`src/vic_pkg.sv`:
```
// vic_pkg: register map, field layout and channel numbers of the vectored interrupt controller
// assumes a 32-bit avalon-mm register bus and one system clock
package vic_pkg;
   localparam int VIC_NUM_CH = 28;
   localparam int VIC_NUM_SLOTS = 16;
   localparam int VIC_SLOT_W = 4;
   // register byte offsets
   localparam logic [7:0] VIC_OFS_IRQ_STATUS = 8'h00;
   localparam logic [7:0] VIC_OFS_FIQ_STATUS = 8'h04;
   localparam logic [7:0] VIC_OFS_RAW = 8'h08;
   localparam logic [7:0] VIC_OFS_SELECT = 8'h0C;
   localparam logic [7:0] VIC_OFS_ENABLE = 8'h10;
   localparam logic [7:0] VIC_OFS_ENABLE_CLR = 8'h14;
   localparam logic [7:0] VIC_OFS_SOFT_SET = 8'h18;
   localparam logic [7:0] VIC_OFS_SOFT_CLR = 8'h1C;
   localparam logic [7:0] VIC_OFS_VECT_ADDR = 8'h30;
   localparam logic [7:0] VIC_OFS_DEF_ADDR = 8'h34;
   localparam logic [7:0] VIC_OFS_EVT_STATUS = 8'h38;
   localparam logic [7:0] VIC_OFS_EVT_MASK = 8'h3C;
   localparam logic [7:0] VIC_OFS_SLOT_ADDR = 8'h40;
   localparam logic [7:0] VIC_OFS_SLOT_CTRL = 8'h80;
   localparam logic [7:0] VIC_OFS_SLOT_END = 8'hC0;
   // slot control word layout
   localparam int VIC_CTRL_EN_BIT = 5;
   localparam int VIC_CTRL_CH_W = 5;
   // sticky event bits
   localparam int VIC_EVT_W = 2;
   localparam int VIC_EVT_FIQ = 0;
   localparam int VIC_EVT_IRQ = 1;
   // channel numbers
   localparam int VIC_CH_WDT = 0;
   localparam int VIC_CH_SOFT = 1;
   localparam int VIC_CH_DBG_RX = 2;
   localparam int VIC_CH_DBG_TX = 3;
   localparam int VIC_CH_TMR0 = 4;
   localparam int VIC_CH_TMR1 = 5;
   localparam int VIC_CH_UART0 = 6;
   localparam int VIC_CH_UART1 = 7;
   localparam int VIC_CH_PWM = 8;
   localparam int VIC_CH_I2C = 9;
   localparam int VIC_CH_SPI0 = 10;
   localparam int VIC_CH_SPI1 = 11;
   localparam int VIC_CH_PLL = 12;
   localparam int VIC_CH_RTC = 13;
   localparam int VIC_CH_EXT0 = 14;
   localparam int VIC_CH_ADC = 18;
   localparam int VIC_CH_CAN_AF = 19;
   localparam int VIC_CH_CAN_TR = 20;
   localparam int VIC_NUM_CAN = 4;
   localparam int VIC_NUM_EXT = 4;
   localparam logic [31:0] VIC_ZERO = 32'h0000_0000;
endpackage : vic_pkg

```
`src/vic_ctrl.sv`:
```
// vic_ctrl: vectored interrupt controller with avalon-mm register slave
// assumes all request inputs are synchronous, level-sensitive, active high
// Behaviour
// - each channel is fast, vectored slot, or non-vectored, set by software
// - class and slot settings can change anytime and apply to next arbitration
// - fast class outranks normal; all fast requests ORed onto fast output
// - fast status word shows enabled requesting channels of the fast class
// - sixteen vectored slots, any channel to any slot, between fast and plain
// - slot 0 highest priority, slot 15 lowest, fixed by index
// - enabled channels without slot or fast class are lowest-priority non-vectored
// - normal output high while any vectored or non-vectored request active
// - vector register gives top active slot address, else the default address
// - normal status register shows active normal channels
// - each peripheral gives one line, the OR of its internal flags, except debug comm and each can controller, which give separate rx and tx lines
// - ch0 watchdog, ch1 software only, ch2/3 debug receive and transmit
// - ch4 and ch5 are timer 0 and 1 match and capture ORs
// - ch6 serial port 0 flags, ch7 serial port 1 plus modem status
// - ch8 pwm, ch9 i2c, ch10 spi0, ch11 spi1 ORed with ssp flags
// - ch12 pll lock, ch13 rtc increment and alarm combined
// - ch14 to ch17 external pin requests 0 to 3
// - ch18 converter, ch19 can filter, ch20-27 can tx/rx pairs 1 to 4
`timescale 1ns/100ps
module vic_ctrl
   import vic_pkg::*;
(
   // clock and reset
   input wire logic clk_in,
   input wire logic reset_in,
   // avalon-mm slave
   input wire logic [7:0] avs_address_in,
   input wire logic avs_read_in,
   input wire logic avs_write_in,
   input wire logic [31:0] avs_writedata_in,
   input wire logic [3:0] avs_byteenable_in,
   output logic [31:0] avs_readdata_out,
   output logic avs_waitrequest_out,
   // peripheral request flags
   input wire logic watchdog_timeout_flag_in,
   input wire logic debug_comm_receive_in,
   input wire logic debug_comm_transmit_in,
   input wire logic [7:0] timer0_flags_in,
   input wire logic [7:0] timer1_flags_in,
   input wire logic uart0_rx_line_status_flag_in,
   input wire logic uart0_tx_holding_empty_flag_in,
   input wire logic uart0_rx_data_available_flag_in,
   input wire logic uart0_char_timeout_flag_in,
   input wire logic uart1_rx_line_status_flag_in,
   input wire logic uart1_tx_holding_empty_flag_in,
   input wire logic uart1_rx_data_available_flag_in,
   input wire logic uart1_char_timeout_flag_in,
   input wire logic uart1_modem_status_flag_in,
   input wire logic [6:0] pwm_match_flags_in,
   input wire logic i2c_state_change_flag_in,
   input wire logic spi0_transfer_done_flag_in,
   input wire logic spi0_mode_fault_flag_in,
   input wire logic spi1_transfer_done_flag_in,
   input wire logic spi1_mode_fault_flag_in,
   input wire logic ssp_tx_fifo_flag_in,
   input wire logic ssp_rx_fifo_flag_in,
   input wire logic ssp_rx_timeout_flag_in,
   input wire logic ssp_rx_overrun_flag_in,
   input wire logic pll_locked_flag_in,
   input wire logic rtc_increment_flag_in,
   input wire logic rtc_alarm_flag_in,
   input wire logic [3:0] ext_pin_request_in,
   input wire logic adc_done_flag_in,
   input wire logic can_filter_flag_in,
   input wire logic [3:0] can_tx_flag_in,
   input wire logic [3:0] can_rx_flag_in,
   // processor core
   output logic fast_interrupt_request_out,
   output logic normal_interrupt_request_out,
   output logic event_interrupt_out
);

   // ****************************************
   // request gathering
   // ****************************************
   logic [VIC_NUM_CH-1:0] raw_req;
   logic [VIC_NUM_CH-1:0] soft_req;
   logic [VIC_NUM_CH-1:0] fast_sel;
   logic [VIC_NUM_CH-1:0] enable;
   logic [31:0] slot_addr [VIC_NUM_SLOTS];
   logic [VIC_CTRL_CH_W:0] slot_ctrl [VIC_NUM_SLOTS];
   logic [31:0] default_addr;
   logic [VIC_EVT_W-1:0] evt_status;
   logic [VIC_EVT_W-1:0] evt_mask;
   logic fast_q;
   logic normal_q;

   always_comb begin
      raw_req = '0;
      raw_req[VIC_CH_WDT] = watchdog_timeout_flag_in;
      raw_req[VIC_CH_DBG_RX] = debug_comm_receive_in;
      raw_req[VIC_CH_DBG_TX] = debug_comm_transmit_in;
      raw_req[VIC_CH_TMR0] = |timer0_flags_in;
      raw_req[VIC_CH_TMR1] = |timer1_flags_in;
      raw_req[VIC_CH_UART0] = uart0_rx_line_status_flag_in | uart0_tx_holding_empty_flag_in
         | uart0_rx_data_available_flag_in | uart0_char_timeout_flag_in;
      raw_req[VIC_CH_UART1] = uart1_rx_line_status_flag_in | uart1_tx_holding_empty_flag_in
         | uart1_rx_data_available_flag_in | uart1_char_timeout_flag_in
         | uart1_modem_status_flag_in;
      raw_req[VIC_CH_PWM] = |pwm_match_flags_in;
      raw_req[VIC_CH_I2C] = i2c_state_change_flag_in;
      raw_req[VIC_CH_SPI0] = spi0_transfer_done_flag_in | spi0_mode_fault_flag_in;
      raw_req[VIC_CH_SPI1] = spi1_transfer_done_flag_in | spi1_mode_fault_flag_in
         | ssp_tx_fifo_flag_in | ssp_rx_fifo_flag_in | ssp_rx_timeout_flag_in
         | ssp_rx_overrun_flag_in;
      raw_req[VIC_CH_PLL] = pll_locked_flag_in;
      raw_req[VIC_CH_RTC] = rtc_increment_flag_in | rtc_alarm_flag_in;
      raw_req[VIC_CH_ADC] = adc_done_flag_in;
      raw_req[VIC_CH_CAN_AF] = can_filter_flag_in;
      for (int i = 0; i < VIC_NUM_EXT; i++) begin
         raw_req[VIC_CH_EXT0 + i] = ext_pin_request_in[i];
      end
      for (int i = 0; i < VIC_NUM_CAN; i++) begin
         raw_req[VIC_CH_CAN_TR + 2 * i] = can_tx_flag_in[i];
         raw_req[VIC_CH_CAN_TR + 2 * i + 1] = can_rx_flag_in[i];
      end
      // channel 1 has no hardware line; only software raises it
      raw_req = raw_req | soft_req;
   end

   // ****************************************
   // classification and arbitration
   // ****************************************
   logic [VIC_NUM_CH-1:0] active_req;
   logic [VIC_NUM_CH-1:0] fast_status;
   logic [VIC_NUM_CH-1:0] irq_status;
   logic [VIC_NUM_SLOTS-1:0] slot_hit;
   logic [31:0] vect_addr;
   logic any_vect;

   // true when a slot's enabled channel is requesting on the normal class
   function automatic logic slot_active(input logic [VIC_CTRL_CH_W:0] ctrl,
                                        input logic [VIC_NUM_CH-1:0] irq);
      logic hit;
      hit = 1'b0;
      if (ctrl[VIC_CTRL_EN_BIT] && (ctrl[VIC_CTRL_CH_W-1:0] < 5'(VIC_NUM_CH))) begin
         hit = irq[ctrl[VIC_CTRL_CH_W-1:0]];
      end
      return hit;
   endfunction : slot_active

   always_comb begin
      active_req = raw_req & enable;
      fast_status = active_req & fast_sel;
      irq_status = active_req & ~fast_sel;
      for (int s = 0; s < VIC_NUM_SLOTS; s++) begin
         slot_hit[s] = slot_active(slot_ctrl[s], irq_status);
      end
      vect_addr = default_addr;
      any_vect = 1'b0;
      // walk from the highest slot downward so slot 0 is written last and wins
      for (int s = VIC_NUM_SLOTS - 1; s >= 0; s--) begin
         if (slot_hit[s]) begin
            vect_addr = slot_addr[s];
            any_vect = 1'b1;
         end
      end
   end

   // ****************************************
   // core outputs
   // ****************************************
   // outputs follow the level; they fall once no enabled request of their class remains
   always_ff @(posedge clk_in) begin
      if (reset_in) begin
         fast_q <= 1'b0;
         normal_q <= 1'b0;
      end else begin
         fast_q <= |fast_status;
         normal_q <= |irq_status;
      end
   end
   assign fast_interrupt_request_out = fast_q;
   assign normal_interrupt_request_out = normal_q;

   // ****************************************
   // register bus
   // ****************************************
   logic wr_go;
   logic rd_go;
   logic [31:0] be_mask;
   logic [31:0] wdata;
   logic [3:0] slot_idx;
   logic rd_pending;
   logic wait_q;

   assign be_mask = {{8{avs_byteenable_in[3]}}, {8{avs_byteenable_in[2]}},
                     {8{avs_byteenable_in[1]}}, {8{avs_byteenable_in[0]}}};
   assign wdata = avs_writedata_in & be_mask;
   // one wait cycle per access: read data is loaded on the first edge,
   // so it already stands when waitrequest is sampled low
   assign wr_go = avs_write_in && rd_pending;
   assign rd_go = avs_read_in && !rd_pending;
   assign slot_idx = avs_address_in[5:2];
   assign avs_waitrequest_out = wait_q;

   always_ff @(posedge clk_in) begin
      if (reset_in) begin
         rd_pending <= 1'b0;
      end else begin
         rd_pending <= (avs_read_in || avs_write_in) && !rd_pending;
      end
   end

   // waitrequest is the registered inverse of the acknowledge flop
   always_ff @(posedge clk_in) begin
      if (reset_in) begin
         wait_q <= 1'b1;
      end else begin
         wait_q <= !((avs_read_in || avs_write_in) && !rd_pending);
      end
   end

   always_ff @(posedge clk_in) begin
      if (reset_in) begin
         fast_sel <= '0;
         enable <= '0;
         soft_req <= '0;
         default_addr <= VIC_ZERO;
         evt_mask <= '0;
      end else if (wr_go) begin
         unique case (avs_address_in)
            VIC_OFS_SELECT: fast_sel <= (fast_sel & ~be_mask[VIC_NUM_CH-1:0])
               | wdata[VIC_NUM_CH-1:0];
            VIC_OFS_ENABLE: enable <= enable | wdata[VIC_NUM_CH-1:0];
            VIC_OFS_ENABLE_CLR: enable <= enable & ~wdata[VIC_NUM_CH-1:0];
            VIC_OFS_SOFT_SET: soft_req <= soft_req | wdata[VIC_NUM_CH-1:0];
            VIC_OFS_SOFT_CLR: soft_req <= soft_req & ~wdata[VIC_NUM_CH-1:0];
            VIC_OFS_DEF_ADDR: default_addr <= (default_addr & ~be_mask) | wdata;
            VIC_OFS_EVT_MASK: evt_mask <= wdata[VIC_EVT_W-1:0];
            default: ;
         endcase
      end
   end

   always_ff @(posedge clk_in) begin
      if (reset_in) begin
         for (int s = 0; s < VIC_NUM_SLOTS; s++) begin
            slot_addr[s] <= VIC_ZERO;
            slot_ctrl[s] <= '0;
         end
      end else if (wr_go) begin
         if (avs_address_in >= VIC_OFS_SLOT_ADDR && avs_address_in < VIC_OFS_SLOT_CTRL) begin
            slot_addr[slot_idx] <= (slot_addr[slot_idx] & ~be_mask) | wdata;
         end else if (avs_address_in >= VIC_OFS_SLOT_CTRL
                      && avs_address_in < VIC_OFS_SLOT_END) begin
            slot_ctrl[slot_idx] <= wdata[VIC_CTRL_CH_W:0];
         end
      end
   end

   // ****************************************
   // sticky events and interrupt line
   // ****************************************
   logic [VIC_EVT_W-1:0] evt_set;
   logic [VIC_EVT_W-1:0] evt_clr;
   logic evt_irq;

   assign evt_set = {(|irq_status) & ~normal_q, (|fast_status) & ~fast_q};
   assign evt_clr = (wr_go && avs_address_in == VIC_OFS_EVT_STATUS)
                    ? wdata[VIC_EVT_W-1:0] : '0;

   // a rising request in the clearing cycle still sets the bit
   always_ff @(posedge clk_in) begin
      if (reset_in) begin
         evt_status <= '0;
         evt_irq <= 1'b0;
      end else begin
         evt_status <= (evt_status & ~evt_clr) | evt_set;
         evt_irq <= |(((evt_status & ~evt_clr) | evt_set) & evt_mask);
      end
   end
   assign event_interrupt_out = evt_irq;

   // ****************************************
   // read data
   // ****************************************
   always_ff @(posedge clk_in) begin
      if (reset_in) begin
         avs_readdata_out <= VIC_ZERO;
      end else if (rd_go) begin
         avs_readdata_out <= VIC_ZERO;
         if (avs_address_in >= VIC_OFS_SLOT_ADDR && avs_address_in < VIC_OFS_SLOT_CTRL) begin
            avs_readdata_out <= slot_addr[slot_idx];
         end else if (avs_address_in >= VIC_OFS_SLOT_CTRL
                      && avs_address_in < VIC_OFS_SLOT_END) begin
            avs_readdata_out <= {26'h000_0000, slot_ctrl[slot_idx]};
         end else begin
            unique case (avs_address_in)
               VIC_OFS_IRQ_STATUS: avs_readdata_out <= {4'h0, irq_status};
               VIC_OFS_FIQ_STATUS: avs_readdata_out <= {4'h0, fast_status};
               VIC_OFS_RAW: avs_readdata_out <= {4'h0, raw_req};
               VIC_OFS_SELECT: avs_readdata_out <= {4'h0, fast_sel};
               VIC_OFS_ENABLE: avs_readdata_out <= {4'h0, enable};
               VIC_OFS_SOFT_SET: avs_readdata_out <= {4'h0, soft_req};
               VIC_OFS_VECT_ADDR: avs_readdata_out <= vect_addr;
               VIC_OFS_DEF_ADDR: avs_readdata_out <= default_addr;
               VIC_OFS_EVT_STATUS: avs_readdata_out <= {30'h0000_0000, evt_status};
               VIC_OFS_EVT_MASK: avs_readdata_out <= {30'h0000_0000, evt_mask};
               default: avs_readdata_out <= VIC_ZERO;
            endcase
         end
      end
   end

   logic unused_any_vect;
   assign unused_any_vect = any_vect;

endmodule : vic_ctrl

```
`config.mk`:
```
export PLATFORM = sky130hd
export DESIGN_NAME = vic_ctrl
export DESIGN_NICKNAME = d
export VERILOG_FILES = /design/src/vic_pkg.sv /design/src/vic_ctrl.sv
export SDC_FILE = /design/constraint.sdc
export NUM_CORES = 2
export LEC_CHECK = 0
export BUFFER_PORTS_ARGS = -buffer_cell sky130_fd_sc_hd__buf_2
export CAP_MARGIN = 10
export CORE_ASPECT_RATIO = 0.9
export CORE_MARGIN = 3
export CORE_UTILIZATION = 40
export DETAILED_ROUTE_END_ITERATION = 7
export GPL_ROUTABILITY_DRIVEN = 0
export PLACE_DENSITY_LB_ADDON = 0.1
export SYNTH_ARGS = -nofsm -noshare
export SYNTH_HDL_FRONTEND = slang
export SYNTH_SLANG_ARGS = --single-unit
export TNS_END_PERCENT = 50
```
`constraint.sdc`:
```
create_clock -name clk_in -period 4.83 [get_ports clk_in]
set_input_delay 0.966 -clock clk_in [delete_from_list [all_inputs] [get_ports clk_in]]
set_output_delay 0.966 -clock clk_in [all_outputs]
set_load 0.05 [all_outputs]
```
# [After elaboration in Yosys (flattened, before gate mapping)]
# Memories as Yosys holds them, arrays and structs flattened.
# Index checks and enable logic that the tools add are counted.
[classes] magnitude_cmp=36 n_eq_ne=11 n_mux=87 bitwise_logic=41 n_reduce_logical=41
[op_table] cell="$mux 32" count=19
[op_table] cell="$pmux 32 s10" count=1
[op_table] cell="$and 28x28->28" count=6
[op_table] cell="$or 28x28->28" count=4
[op_table] cell="$pmux 28 s2" count=2
[op_table] cell="$and 32x32->32" count=3
[op_table] cell="$lt 5x6->1 const B" count=16
[op_table] cell="$not 28->28" count=3
[op_table] cell="$bmux 1 s5" count=16
[op_table] cell="$lt 5x5->1 const B" count=16
[op_table] cell="$or 32x32->32" count=2
[op_table] cell="$reduce_or 28->1" count=2
[op_table] cell="$mux 1" count=45
[op_table] cell="$eq 8x5->1 const B" count=4
[op_table] cell="$eq 8x6->1 const B" count=4
[op_table] cell="$not 32->32" count=1
[op_table] cell="$reduce_or 32->1" count=1
[op_table] cell="$logic_and 1x1->1" count=22
[op_table] cell="$eq 8x4->1 const B" count=2
[op_table] cell="$lt 8x8->1 const B" count=2
[op_table] cell="$reduce_or 8->1" count=2
[op_table] cell="$or 1x1->1" count=14
[op_table] cell="$reduce_and 2->1" count=5
[op_table] cell="$eq 8x3->1 const B" count=1
[op_table] cell="other kinds (17)" count=23
[totals] regBits=157 ram_bits=608 inputBits=109 output_inout_bits=36 wordCells=230 mem_count=2
[memory_table] memory="slot_addr" words=16 word_bits=32 read_ports=17 rd_clocked_by_memory_dff=0 wr=16 line="vic_ctrl.sv:83" text="logic [31:0] slot_addr [VIC_NUM_SLOTS];"
[memory_table] memory="slot_ctrl" words=16 word_bits=6 read_ports=17 rd_clocked_by_memory_dff=0 wr=16 line="vic_ctrl.sv:84" text="logic [VIC_CTRL_CH_W:0] slot_ctrl [VIC_NUM_SLOTS];"

# [Logic depth before layout (Yosys ltp)]
[depth] depth_word=30 depth_mapped=14 ltp_nobuf=10

# [Worst setup path before layout]
# OpenSTA, ideal clock, no wires.
[synth_path] path_kind="in2reg" start="in avs_address_in[5]" end="mem slot_addr[8][0], enable pin" setup_time_ns=0.389 t_arrival_ns=3.882 required_ns=4.441 setup_slack_ns=0.558 stages=8 path_buffers=5 cell_sequence="clkbuf_1 buf_1 clkbuf_1 clkbuf_1 nor2b_1 nand2_1 clkbuf_1 nand2_1"
[synth_rtl] element="start: declaration" line="vic_ctrl.sv:30" text="input wire logic [7:0] avs_address_in,"
[synth_rtl] element="end: declaration" line="vic_ctrl.sv:83"

==> results.sh <==
export IMPL_seq_area_frac_synth_pct=48.9
export IMPL_busiest_layer="met1"
export IMPL_vias=40500
export IMPL_slew_headroom_pct=6.71
export IMPL_wl_microns=213000
export IMPL_grt_max_degree=75
export IMPL_cts_tree="done"
export IMPL_synth_edf_count=608
export IMPL_root_buffer="clkbuf_16"
export IMPL_hold_buffers=0
export IMPL_grtUsageTotal_pct=36.7
export IMPL_ant_nets=0
export IMPL_cts_sinks=765
export IMPL_hp_class="flip-flop to flip-flop"
export IMPL_overflow=0
export IMPL_vdd_drop_max_v=0.000253
export IMPL_num_rows=114
export IMPL_ff_latch_area_sq_mm=0.0214
export IMPL_grt_pass1_wl_microns=295000
export IMPL_start_util_pct=40.5
export IMPL_layout_drive_gt1_share_pct=22.4
export IMPL_utilization_pct=47.2
export IMPL_synth_cells=4113
export IMPL_areaGrowthSynthToFinish_pct=16.5
export IMPL_worst_setup_path_end_kind="flip-flop"
export IMPL_violations="DRC"
export IMPL_cellPowerDensity_mw_per_mm2=322
export IMPL_finalSetupViolations=0
export IMPL_wl_per_cell_microns=36.5
export IMPL_drcViolationCount=32
export IMPL_numCtsBuffers=89
export IMPL_place_inst=5663
export IMPL_syn_area_sq_mm=0.0437
export IMPL_postCtsSetupRepairBufs=0
export IMPL_htree_levels=3
export IMPL_power_leakage_nw=17.8
export IMPL_crit_required_ns=5.45
export IMPL_grt_util_met1_pct=51.9
export IMPL_ys_async_sr_fraction_pct=0
export IMPL_period_share_pct=92.8
export IMPL_crit_path_max_fanout=12
export IMPL_antenna_found_initial=15
export IMPL_cap_violations=0
export IMPL_cts_max_path_buffers=3
export IMPL_die_x_microns=355
export IMPL_drtPass1Iterations=8
export IMPL_synth_avg_cell_area_sq_um=10.6
export IMPL_fillers=10200
export IMPL_grtUsageMet3_pct=14.6
export IMPL_grt_pass1_vias=38100
export IMPL_clock_latency_ns=0.70
export IMPL_synth_cell_types=88
export IMPL_tightest_slew_ns=1.40
export IMPL_drt_iter0_drc=7481
export IMPL_rsz0062_at_grt="false"
export IMPL_slew_violations=0
export IMPL_clk_pin_slew_ns=0.06
export IMPL_final_cells=5843
export IMPL_critical_path_class="flip-flop to flip-flop"
export IMPL_core_area_sq_mm=0.108
export IMPL_finalHoldViolations=0
export IMPL_die_area_sq_mm=0.113
export IMPL_p_total_mw=16.4
export IMPL_rrSetupSlack_ns=0.35
export IMPL_ctsResizeCount=0
export IMPL_fin_nets=4414
export IMPL_viasPerCell=6.93
export IMPL_hpwlAfterDp_microns=148000
export IMPL_fmax_mhz=223
export IMPL_arrival_ns=5.10
export IMPL_io_pins=145
export IMPL_die_height_microns=320
export IMPL_outcome="complete, but fails checks"
export IMPL_synth_flop_cell="edfxtp_1"
export IMPL_ys_seq_elements=765
export IMPL_syn_nets=4222
export IMPL_critPathLaunchType="flip-flop"
export IMPL_grtUsageMet2_pct=48.5
export IMPL_fin_crit_ns=4.48
export IMPL_io_buffers=144
export IMPL_skew_ns=0.0226
export IMPL_multi_input_area_sq_mm=0.0207
export IMPL_yosysWarnings=0
[cell usage in the layout (no fill, tap or decap), types with 42 or more instances in the layout]
cell and instances:
nor2_1 797, edfxtp_1 608, buf_4 285, nand2_1 265, mux4_2 255, a21oi_1 186, nand3_1 166, dfxtp_1 157
buf_2 139, nor3_1 122, mux2i_1 109, inv_1 97, clkbuf_16 91, o21ai_0 90, o211ai_1 65, o221ai_1 65
a211oi_1 46, a31oi_1 43, buf_12 43, a22oi_1 42
[critical path, stage by stage, from the launching register on]
cell and delay, ns:
edfxtp_1 0.95, inv_1 0.37, or3_1 0.39, o22ai_1 0.36, nor4b_1 0.18, o21ai_0 0.52, buf_4 0.23, nor3_1 0.05
a2111oi_0 0.97, a311oi_1 0.21, a21oi_1 0.16
[cells by family after synthesis]
logic type	share of synthesized area, %
flops	48.9
mux	16.1
compound gates	14.5
buf+inv	4.21
simple gates	16.2
[stage by stage]
step	hold slack, ns	instance area [sq um]	worst slack [ns]	setup TNS, ns
3_3_place_gp	0.471	48100	-0.0250	-0.0250
4_1_cts	0.485	50900	0.583	0
6_report	0.487	51000	0.348	0
2_1_floorplan	0.446	43700	0.558	0
5_1_grt	0.499	50900	0.580	0
3_5_place_dp	0.478	48100	0.0412	0
[synth_stat cells, drive strengths merged, types with 31 or more instances]
| cell | instances | area share [%] |
|---|---|---|
| nor2 | 808 | 7.0 |
| edfxtp | 608 | 42 |
| nor3 | 127 | 1.5 |
| dfxtp | 157 | 7.2 |
| o221ai | 65 | 1.3 |
| o211ai | 66 | 1.1 |
| a22oi | 42 | 0.72 |
| mux4 | 255 | 13 |
| mux2i | 109 | 2.5 |
| clkbuf | 299 | 2.6 |
| o21ai | 103 | 1.2 |
| nand2b | 36 | 0.51 |
| a221oi | 39 | 0.78 |
| o211a | 31 | 0.71 |
| inv | 100 | 0.86 |
| nand3 | 171 | 2.0 |
| a21oi | 187 | 2.1 |
| a31oi | 43 | 0.62 |
| nand2 | 295 | 2.5 |
| a211oi | 48 | 0.82 |
| buf | 71 | 0.76 |
[area by class of cell]
class | instances | area share [%]
clock inverters | 41 | 0.808
well taps | 1450 | 3.56
clock buffers | 125 | 4.78
flip-flops and latches | 765 | 42.0
inverters | 103 | 0.759
repair buffers | 471 | 7.38
diodes | 13 | 0.0638
multi-input cells | 2875 | 40.7
[report_power, final]
group          switching, mW  internal, mW  total, mW
clock                   2.98          3.87       6.84
combinational           1.36         0.697       2.06
sequential             0.214          7.30       7.51
[per-layer routing]
layer | wire length [microns] | vias to the layer above | share of wire (%)
li1 | - | 16100 | -
met1 | 84400 | 20300 | 40
met2 | 83000 | 3383 | 39
met3 | 33000 | 629 | 15
met4 | 12800 | 12 | 6.0
met5 | 118 | - | 0.055
[path summary, 6_finish.rpt]
| kind | startpoint | cells past startpoint | to |
|---|---|---|---|
| max | slot_ctrl[8][1] | 10 | avs_readdata_out[30] |
| min reg2reg | flip-flop | 2 | flip-flop |
| max reg2reg | slot_ctrl[8][1] | 10 | avs_readdata_out[30] |
| min | flip-flop | 2 | flip-flop |
No activity file was read; power rests on OpenSTA's default activity.
